File: src/hdl/sim_cfg_pkg.sv
// Shared selects, field layouts, reset values and timing counts of the integration unit
package sim_cfg_pkg;

  // Register selected by the configuration write port
  typedef enum logic [3:0] {
    SEL_BASE, SEL_SYNTH, SEL_MCR, SEL_AVR, SEL_PROT, SEL_WATCHDOG_VECTOR_REG,
    SEL_PERIODIC_TIMER_REG, SEL_PERIODIC_IRQ_CONTROL_REG, SEL_PA1, SEL_PA2, SEL_PB, SEL_BOOT
  } reg_sel_t;

  // Clock synthesizer control layout
  typedef struct packed {
    logic w;
    logic x;
    logic [5:0] y;
    logic [3:0] rsvd;
    logic loss_of_ref_reset_en;
    logic stop_sysclk_keep;
    logic stop_clock_output_pin_keep;
    logic rsvd0;
  } synth_t;

  // Module configuration layout
  typedef struct packed {
    logic rsvd15;
    logic [1:0] halt_response_bits;
    logic cs0_autovector_request_in;
    logic [1:0] rsvd;
    logic [1:0] show_cycle_enable;
    logic privilege_select_bit;
    logic [2:0] rsvd2;
    logic [3:0] irq_arbitration_level;
  } mcr_t;

  // System protection layout
  typedef struct packed {
    logic watchdog_enable_bit;
    logic watchdog_reset_or_irq;
    logic [1:0] watchdog_timing_field;
    logic double_fault_monitor_en;
    logic bus_monitor_enable;
    logic [1:0] bus_monitor_timing;
  } prot_t;

  // Periodic timer layout
  typedef struct packed {
    logic [5:0] rsvd;
    logic watchdog_prescale_bit;
    logic periodic_prescale_bit;
    logic [7:0] count;
  } periodic_timer_reg_t;

  // Periodic interrupt control layout
  typedef struct packed {
    logic [4:0] rsvd;
    logic [2:0] periodic_irq_level;
    logic [7:0] vector;
  } periodic_irq_control_reg_t;

  // Boot chip-select option layout
  typedef struct packed {
    logic [2:0] rsvd;
    logic port16;
    logic [3:0] wait_states;
  } boot_t;

  // Reset values
  localparam logic [15:0] BASE_RST = 16'h0000;
  localparam logic [15:0] SYNTH_RST = 16'h3F00;
  localparam logic [15:0] MCR_RST = 16'h0080;
  localparam logic [7:0] AVR_RST = 8'h00;
  localparam logic [7:0] PROT_RST = 8'h00;
  localparam logic [7:0] WATCHDOG_VECTOR_REG_RST = 8'h0F;
  localparam logic [15:0] PERIODIC_TIMER_REG_RST = 16'h0000;
  localparam logic [15:0] PERIODIC_IRQ_CONTROL_REG_RST = 16'h000F;
  localparam logic [7:0] PORT_RST = 8'h00;
  localparam logic [7:0] BOOT_RST = 8'h13;

  // Timing counts and watchdog interrupt level
  localparam int PRESCALE_W = 9;
  localparam logic [15:0] WD_BASE = 16'h0200;
  localparam logic [7:0] BM_BASE = 8'h40;
  localparam logic [2:0] WD_IRQ_LEVEL = 3'h7;

endpackage

File: src/hdl/sim_config_unit.sv
// Integration unit configuration registers, timers, monitors and acknowledge logic
`timescale 1ns/1ps
module sim_config_unit (
  input wire logic mclk_i,
  input wire logic rst_b_i,
  input wire logic ce_i,
  input wire logic wr_en_i,
  input wire sim_cfg_pkg::reg_sel_t wr_sel_i,
  input wire logic [15:0] wr_data_i,
  input wire logic wr_user_i,
  input wire logic xtal_lost_i,
  input wire logic low_power_stop_instr_i,
  input wire logic freeze_i,
  input wire logic wd_service_i,
  input wire logic double_fault_i,
  input wire logic bus_cycle_i,
  input wire logic bus_done_i,
  input wire logic iack_i,
  input wire logic [2:0] iack_level_i,
  output logic [15:0] base_addr_o,
  output logic base_valid_o,
  output logic [11:0] synth_mult_o,
  output logic limp_mode_o,
  output logic sys_reset_req_o,
  output logic sysclk_run_o,
  output logic clock_output_pin_run_o,
  output logic boot_chip_select_en_o,
  output logic autovector_request_in_en_o,
  output logic [1:0] show_cycle_enable_o,
  output logic user_access_blocked_o,
  output logic [3:0] irq_arbitration_level_o,
  output logic [2:0] irq_level_o,
  output logic [7:0] iack_vector_o,
  output logic iack_vector_valid_o,
  output logic autovector_o,
  output logic halt_o,
  output logic bus_error_o,
  output logic [7:0] port_a_function_reg1_o,
  output logic [7:0] port_a_function_reg2_o,
  output logic [7:0] port_b_function_reg_o,
  output logic boot_port16_o,
  output logic [3:0] boot_wait_states_o
);

  // Register state and next values
  logic [15:0] base_reg, base_next; // Base address, bit 0 valid
  sim_cfg_pkg::synth_t synth_reg, synth_next; // Clock synthesizer control
  sim_cfg_pkg::mcr_t mcr_reg, mcr_next; // Module configuration
  logic [7:0] avr_reg, avr_next; // Autovector select per level
  sim_cfg_pkg::prot_t prot_reg, prot_next; // System protection
  logic prot_done_reg, prot_done_next; // Protection already written
  logic [7:0] watchdog_vector_reg_reg, watchdog_vector_reg_next; // Watchdog vector
  sim_cfg_pkg::periodic_timer_reg_t periodic_timer_reg_reg, periodic_timer_reg_next; // Periodic timer
  sim_cfg_pkg::periodic_irq_control_reg_t periodic_irq_control_reg_reg, periodic_irq_control_reg_next; // Periodic interrupt control
  logic [7:0] pa1_reg, pa1_next, pa2_reg, pa2_next, pb_reg, pb_next; // Pin functions
  sim_cfg_pkg::boot_t boot_reg, boot_next; // Boot chip-select option
  logic wr_ok; // Write accepted

  // Event state and next values
  logic wd_pend_reg, wd_pend_next; // Watchdog interrupt pending
  logic pit_pend_reg, pit_pend_next; // Periodic interrupt pending
  logic lost_reg, lost_next; // Crystal loss already seen
  logic rst_req_next, limp_next, halt_next;
  logic [7:0] vec_next;
  logic vec_valid_next, autovector_request_in_next;
  logic wd_expire, pit_expire; // Timer expiry pulses
  logic [15:0] wd_period;
  logic wd_ack, pit_ack;

  // Register writes: blocked until relocated and for user mode when restricted
  always_comb
  begin
    wr_ok = wr_en_i && (base_reg[0] || wr_sel_i == sim_cfg_pkg::SEL_BASE);
    if (wr_user_i && mcr_reg.privilege_select_bit)
      wr_ok = 1'b0;
    base_next = base_reg;
    synth_next = synth_reg;
    mcr_next = mcr_reg;
    avr_next = avr_reg;
    prot_next = prot_reg;
    prot_done_next = prot_done_reg;
    watchdog_vector_reg_next = watchdog_vector_reg_reg;
    periodic_timer_reg_next = periodic_timer_reg_reg;
    periodic_irq_control_reg_next = periodic_irq_control_reg_reg;
    pa1_next = pa1_reg;
    pa2_next = pa2_reg;
    pb_next = pb_reg;
    boot_next = boot_reg;
    // Untouched registers simply hold their current contents
    if (wr_ok)
    begin
      case (wr_sel_i)
        sim_cfg_pkg::SEL_BASE: base_next = wr_data_i;
        sim_cfg_pkg::SEL_SYNTH: synth_next = sim_cfg_pkg::synth_t'(wr_data_i);
        sim_cfg_pkg::SEL_MCR: mcr_next = sim_cfg_pkg::mcr_t'(wr_data_i);
        sim_cfg_pkg::SEL_AVR: avr_next = {wr_data_i[7:1], 1'b0};
        sim_cfg_pkg::SEL_PROT:
        begin
          // A second write is dropped without any error indication
          if (!prot_done_reg)
          begin
            prot_next = sim_cfg_pkg::prot_t'(wr_data_i[7:0]);
            prot_done_next = 1'b1;
          end
        end
        sim_cfg_pkg::SEL_WATCHDOG_VECTOR_REG: watchdog_vector_reg_next = wr_data_i[7:0];
        sim_cfg_pkg::SEL_PERIODIC_TIMER_REG: periodic_timer_reg_next = sim_cfg_pkg::periodic_timer_reg_t'(wr_data_i);
        sim_cfg_pkg::SEL_PERIODIC_IRQ_CONTROL_REG: periodic_irq_control_reg_next = sim_cfg_pkg::periodic_irq_control_reg_t'(wr_data_i);
        sim_cfg_pkg::SEL_PA1: pa1_next = wr_data_i[7:0];
        sim_cfg_pkg::SEL_PA2: pa2_next = wr_data_i[7:0];
        sim_cfg_pkg::SEL_PB: pb_next = wr_data_i[7:0];
        sim_cfg_pkg::SEL_BOOT: boot_next = sim_cfg_pkg::boot_t'(wr_data_i[7:0]);
        default: base_next = base_reg;
      endcase
    end
  end

  // Register storage
  always_ff @(posedge mclk_i)
  begin
    if (!rst_b_i)
    begin
      base_reg <= sim_cfg_pkg::BASE_RST;
      synth_reg <= sim_cfg_pkg::synth_t'(sim_cfg_pkg::SYNTH_RST);
      mcr_reg <= sim_cfg_pkg::mcr_t'(sim_cfg_pkg::MCR_RST);
      avr_reg <= sim_cfg_pkg::AVR_RST;
      prot_reg <= sim_cfg_pkg::prot_t'(sim_cfg_pkg::PROT_RST);
      prot_done_reg <= 1'b0;
      watchdog_vector_reg_reg <= sim_cfg_pkg::WATCHDOG_VECTOR_REG_RST;
      periodic_timer_reg_reg <= sim_cfg_pkg::periodic_timer_reg_t'(sim_cfg_pkg::PERIODIC_TIMER_REG_RST);
      periodic_irq_control_reg_reg <= sim_cfg_pkg::periodic_irq_control_reg_t'(sim_cfg_pkg::PERIODIC_IRQ_CONTROL_REG_RST);
      pa1_reg <= sim_cfg_pkg::PORT_RST;
      pa2_reg <= sim_cfg_pkg::PORT_RST;
      pb_reg <= sim_cfg_pkg::PORT_RST;
      boot_reg <= sim_cfg_pkg::boot_t'(sim_cfg_pkg::BOOT_RST);
    end
    else if (ce_i)
    begin
      base_reg <= base_next;
      synth_reg <= synth_next;
      mcr_reg <= mcr_next;
      avr_reg <= avr_next;
      prot_reg <= prot_next;
      prot_done_reg <= prot_done_next;
      watchdog_vector_reg_reg <= watchdog_vector_reg_next;
      periodic_timer_reg_reg <= periodic_timer_reg_next;
      periodic_irq_control_reg_reg <= periodic_irq_control_reg_next;
      pa1_reg <= pa1_next;
      pa2_reg <= pa2_next;
      pb_reg <= pb_next;
      boot_reg <= boot_next;
    end
  end

  // Watchdog period grows fourfold per step of the timing field
  assign wd_period = sim_cfg_pkg::WD_BASE << {prot_reg.watchdog_timing_field, 1'b0};

  // Watchdog timer, held while frozen if so configured
  sim_down_timer u_watchdog (
    .mclk_i(mclk_i),
    .rst_b_i(rst_b_i),
    .ce_i(ce_i),
    .run_i(prot_reg.watchdog_enable_bit),
    .hold_i(freeze_i && mcr_reg.halt_response_bits[1]),
    .prescale_i(periodic_timer_reg_reg.watchdog_prescale_bit),
    .restart_i(wd_service_i),
    .period_i(wd_period),
    .expire_o(wd_expire)
  );

  // Periodic timer; a zero count keeps it stopped
  sim_down_timer u_periodic (
    .mclk_i(mclk_i),
    .rst_b_i(rst_b_i),
    .ce_i(ce_i),
    .run_i(periodic_timer_reg_reg.count != 8'h00),
    .hold_i(freeze_i && mcr_reg.halt_response_bits[0]),
    .prescale_i(periodic_timer_reg_reg.periodic_prescale_bit),
    .restart_i(1'b0),
    .period_i({8'h00, periodic_timer_reg_reg.count}),
    .expire_o(pit_expire)
  );

  // External bus monitor
  sim_bus_watch u_bus_watch (
    .mclk_i(mclk_i),
    .rst_b_i(rst_b_i),
    .ce_i(ce_i),
    .enable_i(prot_reg.bus_monitor_enable),
    .cycle_i(bus_cycle_i),
    .done_i(bus_done_i),
    .timing_i(prot_reg.bus_monitor_timing),
    .bus_error_o(bus_error_o)
  );

  // Interrupt level presented: watchdog at level 7 wins over periodic
  always_comb
  begin
    if (wd_pend_reg)
      irq_level_o = sim_cfg_pkg::WD_IRQ_LEVEL;
    else if (pit_pend_reg)
      irq_level_o = periodic_irq_control_reg_reg.periodic_irq_level;
    else
      irq_level_o = 3'h0;
  end

  // Event logic: pending flags, acknowledge answers, resets and limp mode
  always_comb
  begin
    wd_ack = iack_i && wd_pend_reg && iack_level_i == sim_cfg_pkg::WD_IRQ_LEVEL;
    pit_ack = iack_i && pit_pend_reg && !wd_ack && iack_level_i == periodic_irq_control_reg_reg.periodic_irq_level;
    // New expiry in the acknowledge cycle keeps the flag set
    wd_pend_next = (wd_pend_reg && !wd_ack)
                 || (wd_expire && !prot_reg.watchdog_reset_or_irq);
    pit_pend_next = (pit_pend_reg && !pit_ack) || pit_expire;
    vec_next = iack_vector_o;
    vec_valid_next = 1'b0;
    autovector_request_in_next = 1'b0;
    if (wd_ack)
    begin
      vec_next = watchdog_vector_reg_reg;
      vec_valid_next = 1'b1;
    end
    else if (pit_ack)
    begin
      vec_next = periodic_irq_control_reg_reg.vector;
      vec_valid_next = 1'b1;
    end
    else if (iack_i && avr_reg[iack_level_i])
      autovector_request_in_next = 1'b1;
    lost_next = xtal_lost_i;
    rst_req_next = (wd_expire && prot_reg.watchdog_reset_or_irq)
                 || (xtal_lost_i && !lost_reg && synth_reg.loss_of_ref_reset_en);
    limp_next = xtal_lost_i && !synth_reg.loss_of_ref_reset_en;
    halt_next = double_fault_i && prot_reg.double_fault_monitor_en;
  end

  // Event registers
  always_ff @(posedge mclk_i)
  begin
    if (!rst_b_i)
    begin
      wd_pend_reg <= 1'b0;
      pit_pend_reg <= 1'b0;
      lost_reg <= 1'b0;
      iack_vector_o <= 8'h00;
      iack_vector_valid_o <= 1'b0;
      autovector_o <= 1'b0;
      sys_reset_req_o <= 1'b0;
      limp_mode_o <= 1'b0;
      halt_o <= 1'b0;
    end
    else if (ce_i)
    begin
      wd_pend_reg <= wd_pend_next;
      pit_pend_reg <= pit_pend_next;
      lost_reg <= lost_next;
      iack_vector_o <= vec_next;
      iack_vector_valid_o <= vec_valid_next;
      autovector_o <= autovector_request_in_next;
      sys_reset_req_o <= rst_req_next;
      limp_mode_o <= limp_next;
      halt_o <= halt_next;
    end
  end

  // Configuration seen by the rest of the chip
  assign base_addr_o = {base_reg[15:1], 1'b0};
  assign base_valid_o = base_reg[0];
  // Multiplier 4*(y+1) scaled by 4 for w and 2 for x
  assign synth_mult_o = {3'h0, synth_reg.y + 7'h01, 2'h0}
                        << {synth_reg.w, synth_reg.x};
  assign sysclk_run_o = !low_power_stop_instr_i || synth_reg.stop_sysclk_keep;
  assign clock_output_pin_run_o = !low_power_stop_instr_i || synth_reg.stop_clock_output_pin_keep;
  assign boot_chip_select_en_o = !mcr_reg.cs0_autovector_request_in;
  assign autovector_request_in_en_o = mcr_reg.cs0_autovector_request_in;
  assign show_cycle_enable_o = mcr_reg.show_cycle_enable;
  assign user_access_blocked_o = mcr_reg.privilege_select_bit;
  assign irq_arbitration_level_o = mcr_reg.irq_arbitration_level;
  assign port_a_function_reg1_o = pa1_reg;
  assign port_a_function_reg2_o = pa2_reg;
  assign port_b_function_reg_o = pb_reg;
  assign boot_port16_o = boot_reg.port16;
  assign boot_wait_states_o = boot_reg.wait_states;

  property p_prot_once;
    @(posedge mclk_i) disable iff (!rst_b_i)
    (ce_i && prot_done_reg) |=> $stable(prot_reg);
  endproperty
  a_prot_once: assert property (p_prot_once) else $error("protection changed after first write");

  property p_autovector_request_in;
    @(posedge mclk_i) disable iff (!rst_b_i)
    (ce_i && iack_i && !wd_ack && !pit_ack && avr_reg[iack_level_i]) |=> autovector_o;
  endproperty
  a_autovector_request_in: assert property (p_autovector_request_in) else $error("autovector missing");

  property p_wd_vec;
    @(posedge mclk_i) disable iff (!rst_b_i)
    (ce_i && wd_ack) |=> (iack_vector_valid_o && iack_vector_o == $past(watchdog_vector_reg_reg));
  endproperty
  a_wd_vec: assert property (p_wd_vec) else $error("wrong watchdog vector");

  property p_wd_reset;
    @(posedge mclk_i) disable iff (!rst_b_i)
    (ce_i && wd_expire) |=> (prot_reg.watchdog_reset_or_irq ? sys_reset_req_o
                                                             : irq_level_o == 3'h7);
  endproperty
  a_wd_reset: assert property (p_wd_reset) else $error("watchdog timeout action wrong");

  property p_limp;
    @(posedge mclk_i) disable iff (!rst_b_i)
    (ce_i && xtal_lost_i && !synth_reg.loss_of_ref_reset_en) |=> limp_mode_o;
  endproperty
  a_limp: assert property (p_limp) else $error("limp mode not entered");

  property p_stop_clk;
    @(posedge mclk_i) disable iff (!rst_b_i)
    (low_power_stop_instr_i && !synth_reg.stop_sysclk_keep) |-> !sysclk_run_o;
  endproperty
  a_stop_clk: assert property (p_stop_clk) else $error("system clock kept in stop");

  property p_user_block;
    @(posedge mclk_i) disable iff (!rst_b_i)
    (ce_i && wr_en_i && wr_user_i && mcr_reg.privilege_select_bit) |=> $stable(mcr_reg);
  endproperty
  a_user_block: assert property (p_user_block) else $error("user write accepted");

  property p_halt;
    @(posedge mclk_i) disable iff (!rst_b_i)
    (ce_i && !prot_reg.double_fault_monitor_en) |=> !halt_o;
  endproperty
  a_halt: assert property (p_halt) else $error("halt while monitor disabled");

endmodule

File: src/hdl/sim_down_timer.sv
// Prescaled reloading down-counter shared by watchdog and periodic timer
`timescale 1ns/1ps
module sim_down_timer (
  input wire logic mclk_i,
  input wire logic rst_b_i,
  input wire logic ce_i,
  input wire logic run_i,
  input wire logic hold_i,
  input wire logic prescale_i,
  input wire logic restart_i,
  input wire logic [15:0] period_i,
  output logic expire_o
);

  logic [sim_cfg_pkg::PRESCALE_W-1:0] pre_reg; // Prescaler phase
  logic [sim_cfg_pkg::PRESCALE_W-1:0] pre_next;
  logic [15:0] cnt_reg; // Remaining ticks
  logic [15:0] cnt_next;
  logic exp_next;
  logic tick;
  logic armed_reg; // Period loaded since the timer last started
  logic armed_next;

  // Next state: a stopped timer reloads so it starts a full period later
  always_comb
  begin
    tick = run_i && !hold_i && (!prescale_i || (&pre_reg));
    pre_next = pre_reg;
    cnt_next = cnt_reg;
    exp_next = 1'b0;
    armed_next = run_i;
    // A timer that just started loads the period written with its start, not a stale one
    if (!run_i || restart_i || !armed_reg)
    begin
      pre_next = '0;
      cnt_next = period_i;
    end
    else if (!hold_i)
    begin
      // Frozen timer keeps its phase
      pre_next = pre_reg + 1'b1;
      if (tick)
      begin
        if (cnt_reg <= 16'h0001)
        begin
          cnt_next = period_i;
          exp_next = 1'b1;
        end
        else
          cnt_next = cnt_reg - 16'h0001;
      end
    end
  end

  // Registers
  always_ff @(posedge mclk_i)
  begin
    if (!rst_b_i)
    begin
      pre_reg <= '0;
      armed_reg <= 1'b0;
      cnt_reg <= 16'h0000;
      expire_o <= 1'b0;
    end
    else if (ce_i)
    begin
      pre_reg <= pre_next;
      armed_reg <= armed_next;
      cnt_reg <= cnt_next;
      expire_o <= exp_next;
    end
  end

  property p_stop_quiet;
    @(posedge mclk_i) disable iff (!rst_b_i)
    (ce_i && (!run_i || hold_i)) |=> !expire_o;
  endproperty
  a_stop_quiet: assert property (p_stop_quiet) else $error("timer expired while stopped");

  property p_reload;
    @(posedge mclk_i) disable iff (!rst_b_i)
    (ce_i && run_i && armed_reg && !restart_i && !hold_i && tick && cnt_reg <= 16'h0001)
      |=> (expire_o && cnt_reg == $past(period_i));
  endproperty
  a_reload: assert property (p_reload) else $error("timer did not expire and reload");

endmodule

File: src/hdl/sim_bus_watch.sv
// External bus monitor: flags a cycle left unacknowledged too long
`timescale 1ns/1ps
module sim_bus_watch (
  input wire logic mclk_i,
  input wire logic rst_b_i,
  input wire logic ce_i,
  input wire logic enable_i,
  input wire logic cycle_i,
  input wire logic done_i,
  input wire logic [1:0] timing_i,
  output logic bus_error_o
);

  logic [7:0] cnt_reg; // Cycles the bus cycle has been open
  logic [7:0] cnt_next;
  logic err_next;
  logic [7:0] limit;

  // Limit halves per step of the timing field
  always_comb
  begin
    limit = sim_cfg_pkg::BM_BASE >> timing_i;
    cnt_next = 8'h00;
    err_next = 1'b0;
    if (enable_i && cycle_i && !done_i)
    begin
      cnt_next = cnt_reg + 8'h01;
      err_next = (cnt_next == limit);
    end
  end

  // Registers
  always_ff @(posedge mclk_i)
  begin
    if (!rst_b_i)
    begin
      cnt_reg <= 8'h00;
      bus_error_o <= 1'b0;
    end
    else if (ce_i)
    begin
      cnt_reg <= cnt_next;
      bus_error_o <= err_next;
    end
  end

  property p_bm_off;
    @(posedge mclk_i) disable iff (!rst_b_i)
    (ce_i && !enable_i) |=> !bus_error_o;
  endproperty
  a_bm_off: assert property (p_bm_off) else $error("bus monitor fired while disabled");

endmodule

File: config.mk
export PLATFORM = sky130hd
export DESIGN_NAME = sim_config_unit
export DESIGN_NICKNAME = d
export VERILOG_FILES = /design/src/hdl/sim_cfg_pkg.sv /design/src/hdl/sim_config_unit.sv /design/src/hdl/sim_down_timer.sv /design/src/hdl/sim_bus_watch.sv
export SDC_FILE = /design/constraint.sdc
export NUM_CORES = 1
export LEC_CHECK = 0
export CAP_MARGIN = 20
export CORE_AREA = 4 4 119 121
export CTS_CLUSTER_DIAMETER = 30
export CTS_CLUSTER_SIZE = 20
export DETAILED_ROUTE_END_ITERATION = 12
export DIE_AREA = 0 0 123 125
export DONT_BUFFER_PORTS = 1
export PLACE_DENSITY_LB_ADDON = 0.3
export SLEW_MARGIN = 0
export SYNTH_ARGS = -nofsm -noshare
export SYNTH_HDL_FRONTEND = slang
export SYNTH_SLANG_ARGS = --single-unit
export TNS_END_PERCENT = 50
File: constraint.sdc
create_clock -name mclk_i -period 5 [get_ports mclk_i]
set_input_delay 0.5 -clock mclk_i [delete_from_list [all_inputs] [get_ports mclk_i]]
set_output_delay 0.5 -clock mclk_i [all_outputs]
set_load 0.02 [all_outputs]
==> flow_summary.ini <==
[run_status]
status = finished, final reports clean

[synth]
postSynthCellCount = 1038
yosysWarnings = 0
yosysTopAreaCellShare = 0.435
synthFlopType = dfxtp_1
synth_top_cell_by_area = dfxtp_1
synth-seq-cells = 190
synth_cell_types = 68
synth.avg_cell_area_um2 = 8.42
synthTopCellsByArea = dfxtp_1 44%, mux2i_1 10%, nor2_1 7.0%
seq_area_frac_synth = 0.435
synth-edff-count = 0
synthArstFlopShare = 0
synth_area_um2 = 8740

[worst_hold_path]
worstHoldStart = rst_b_i
min_to = watchdog_vector_reg_reg[2]
hp-class = in2reg
hold_depth = 1

[timing]
fmax_mhz = 361
skew_ns = 0.0101
period_share = 0.554
slew_headroom = 0.328
fin_tns_setup_ns = 0
setup_ws_ns = 2.23
post-route-min-period_ns = 2.77
slew_viol_final = 0
hold_violations = 0
rsz0062_at_grt = no
finalSetupViolations = 0
holdWs_ns = 0.138
worst_pin_slew_ns = 1.01

[pwr]
leakagePower_nw = 3.64
powerDensity_nw_per_um2 = 324
ir_worst_vdd_v = 0.000310

[clock_tree]
cts_hold_buf = 0
max-clock-path-buffers = 2
cts_root_buf = clkbuf_16
clkSlewWorstSetupHoldPaths_ns = 0.08
cts_sinks = 190
post_cts_resized = 0
cts_setup_buffers = 0
htreeDepth = 4
cts_tree = done
cts_made_buffers = 17
clk-insertion-delay-late_ns = 0.44

[grt]
grt_pass1_wl_um = 34400
antenna_found_initial = 0
grt_pass1_vias = 6903
grt.overflow.total = 0
gr-usage-all-layers = 0.276
grt_start_max_net_pins = 72

[drt]
dr.pass1.iters = 5
dr.first_iter.drc_count = 750
drt-vias-per-instance = 6.22
vias = 7329
wl_per_cell_um = 18.0
ant_nets = 0
drt-total-wl_um = 21200
drcViolationCount = 0

[place]
pre_cts_slack_ns = 2.29
dp_hpwl_um = 14100
portBuffers = 0
routabilityCongestion = 0.895
post_dp_cell_area_um2 = 8690

[critical_path]
reg2reg_from = u_watchdog.pre_reg[0]
worstReg2RegEnd = u_watchdog.cnt_reg[12]
required_ns = 5.28
crit_path_end_kind = flip-flop
reg2reg_depth = 9
rrSetupSlack_ns = 2.23
cp_max_fo = 11
crit_arrival_ns = 3.05
path_class = reg2reg
cp-startpoint = u_watchdog.pre_reg[0]
cp-start-kind = flip-flop

[finish]
diodes = 0
nFillCells = 1010
mostFrequentLayoutCell = dfxtp_1
drive_gt1_frac = 0.0559
nets = 1036
post-route-util = 0.709
postLayoutCellArea_um2 = 9280
layout_common_cells = 190 x dfxtp_1, 163 x nor2_1, 108 x nand2_1
area.growth.synth_to_final_pct = 6.19

[die]
io_pins = 122
core_um2 = 13100
fp.dieArea_um2 = 15400
die_h_um = 125
fp-row-count = 42
die_x_um = 123
initial_core_util = 0.668

[run]
drv_cap = 0
worst max-delay path: stages, from the launching register on:
cell and delay [ns]:
dfxtp_1 0.37, ha_1 0.22, nand3_1 0.09, nor2_1 0.11
ha_1 0.15, nor2b_1 0.05, o21ai_1 0.54, nand2_1 0.32
o21ai_1 0.66, a21oi_1 0.10
synthesized netlist by cell type (15+ instances only):
cell,n
nand3_1,39
mux2i_1,88
nand2_1,108
xor2_1,18
nor3_1,19
nand4_1,19
o21ai_0,54
clkbuf_1,56
xnor2_1,15
dfxtp_1,190
nor2_1,163
a21oi_1,61
worst max path at each step:
stage | end | slack (ns) | cells past startpoint
6_report | u_watchdog.cnt_reg[12] | 2.23 | 9
5_1_grt | u_watchdog.cnt_reg[10] | 1.89 | 9
4_1_cts | u_watchdog.cnt_reg[10] | 2.25 | 9
3_5_place_dp | u_watchdog.cnt_reg[7] | 2.29 | 9
3_3_place_gp | irq_arbitration_level_o[1] | 2.35 | 5
2_1_floorplan | u_periodic.cnt_reg[3] | 2.81 | 7
logic make-up after synthesis:
family	share of synthesized area
AOI/OAI and AO/OA	0.138
xor gates and xnor gates	0.0331
adders and majority gates	0.0143
buffers and inverters	0.0438
DFF	0.435
muxes	0.106
other	0.000429
and+or+nand+nor	0.229
routing by layer:
metal / GRT usage / part of all wire / vias to the layer above
li1: - / - / 3542
met1: 0.356 / 0.42 / 3475
met2: 0.436 / 0.48 / 275
met3: 0.0894 / 0.086 / 37
met4: 0.0919 / 0.017 / 0
met5: 0 / 0 / -
report_power, final:
| part | internal, mW | leakage (nW) | switching, mW | total [mW] |
|---|---|---|---|---|
| Clock | 0.707 | 0.282 | 0.632 | 1.34 |
| Combinational | 0.0484 | 1.82 | 0.0873 | 0.136 |
| Sequential | 1.52 | 1.53 | 0.0127 | 1.54 |
| Total | 2.28 | 3.64 | 0.732 | 3.01 |
stage by stage:
| stage | power (mW) | instances |
|---|---|---|
| after floorplan | 1.70 | 1040 |
| after global placement | 1.70 | 1145 |
| after detailed placement | 1.70 | 1146 |
| after CTS | 3.02 | 1177 |
| after global routing | 3.10 | 1178 |
| final | 3.01 | 1178 |
layout make-up:
cell class	count	area, um2	area share
Tap cell	176	220	0.0237
Clock buffer	18	429	0.0463
Timing Repair Buffer	6	56.3	0.00607
Clock inverter	13	148	0.0159
Sequential cell	190	3800	0.410
Inverter	15	57.6	0.00620
Multi-Input combinational cell	760	4560	0.492
No activity file was read; power rests on OpenSTA's default activity.
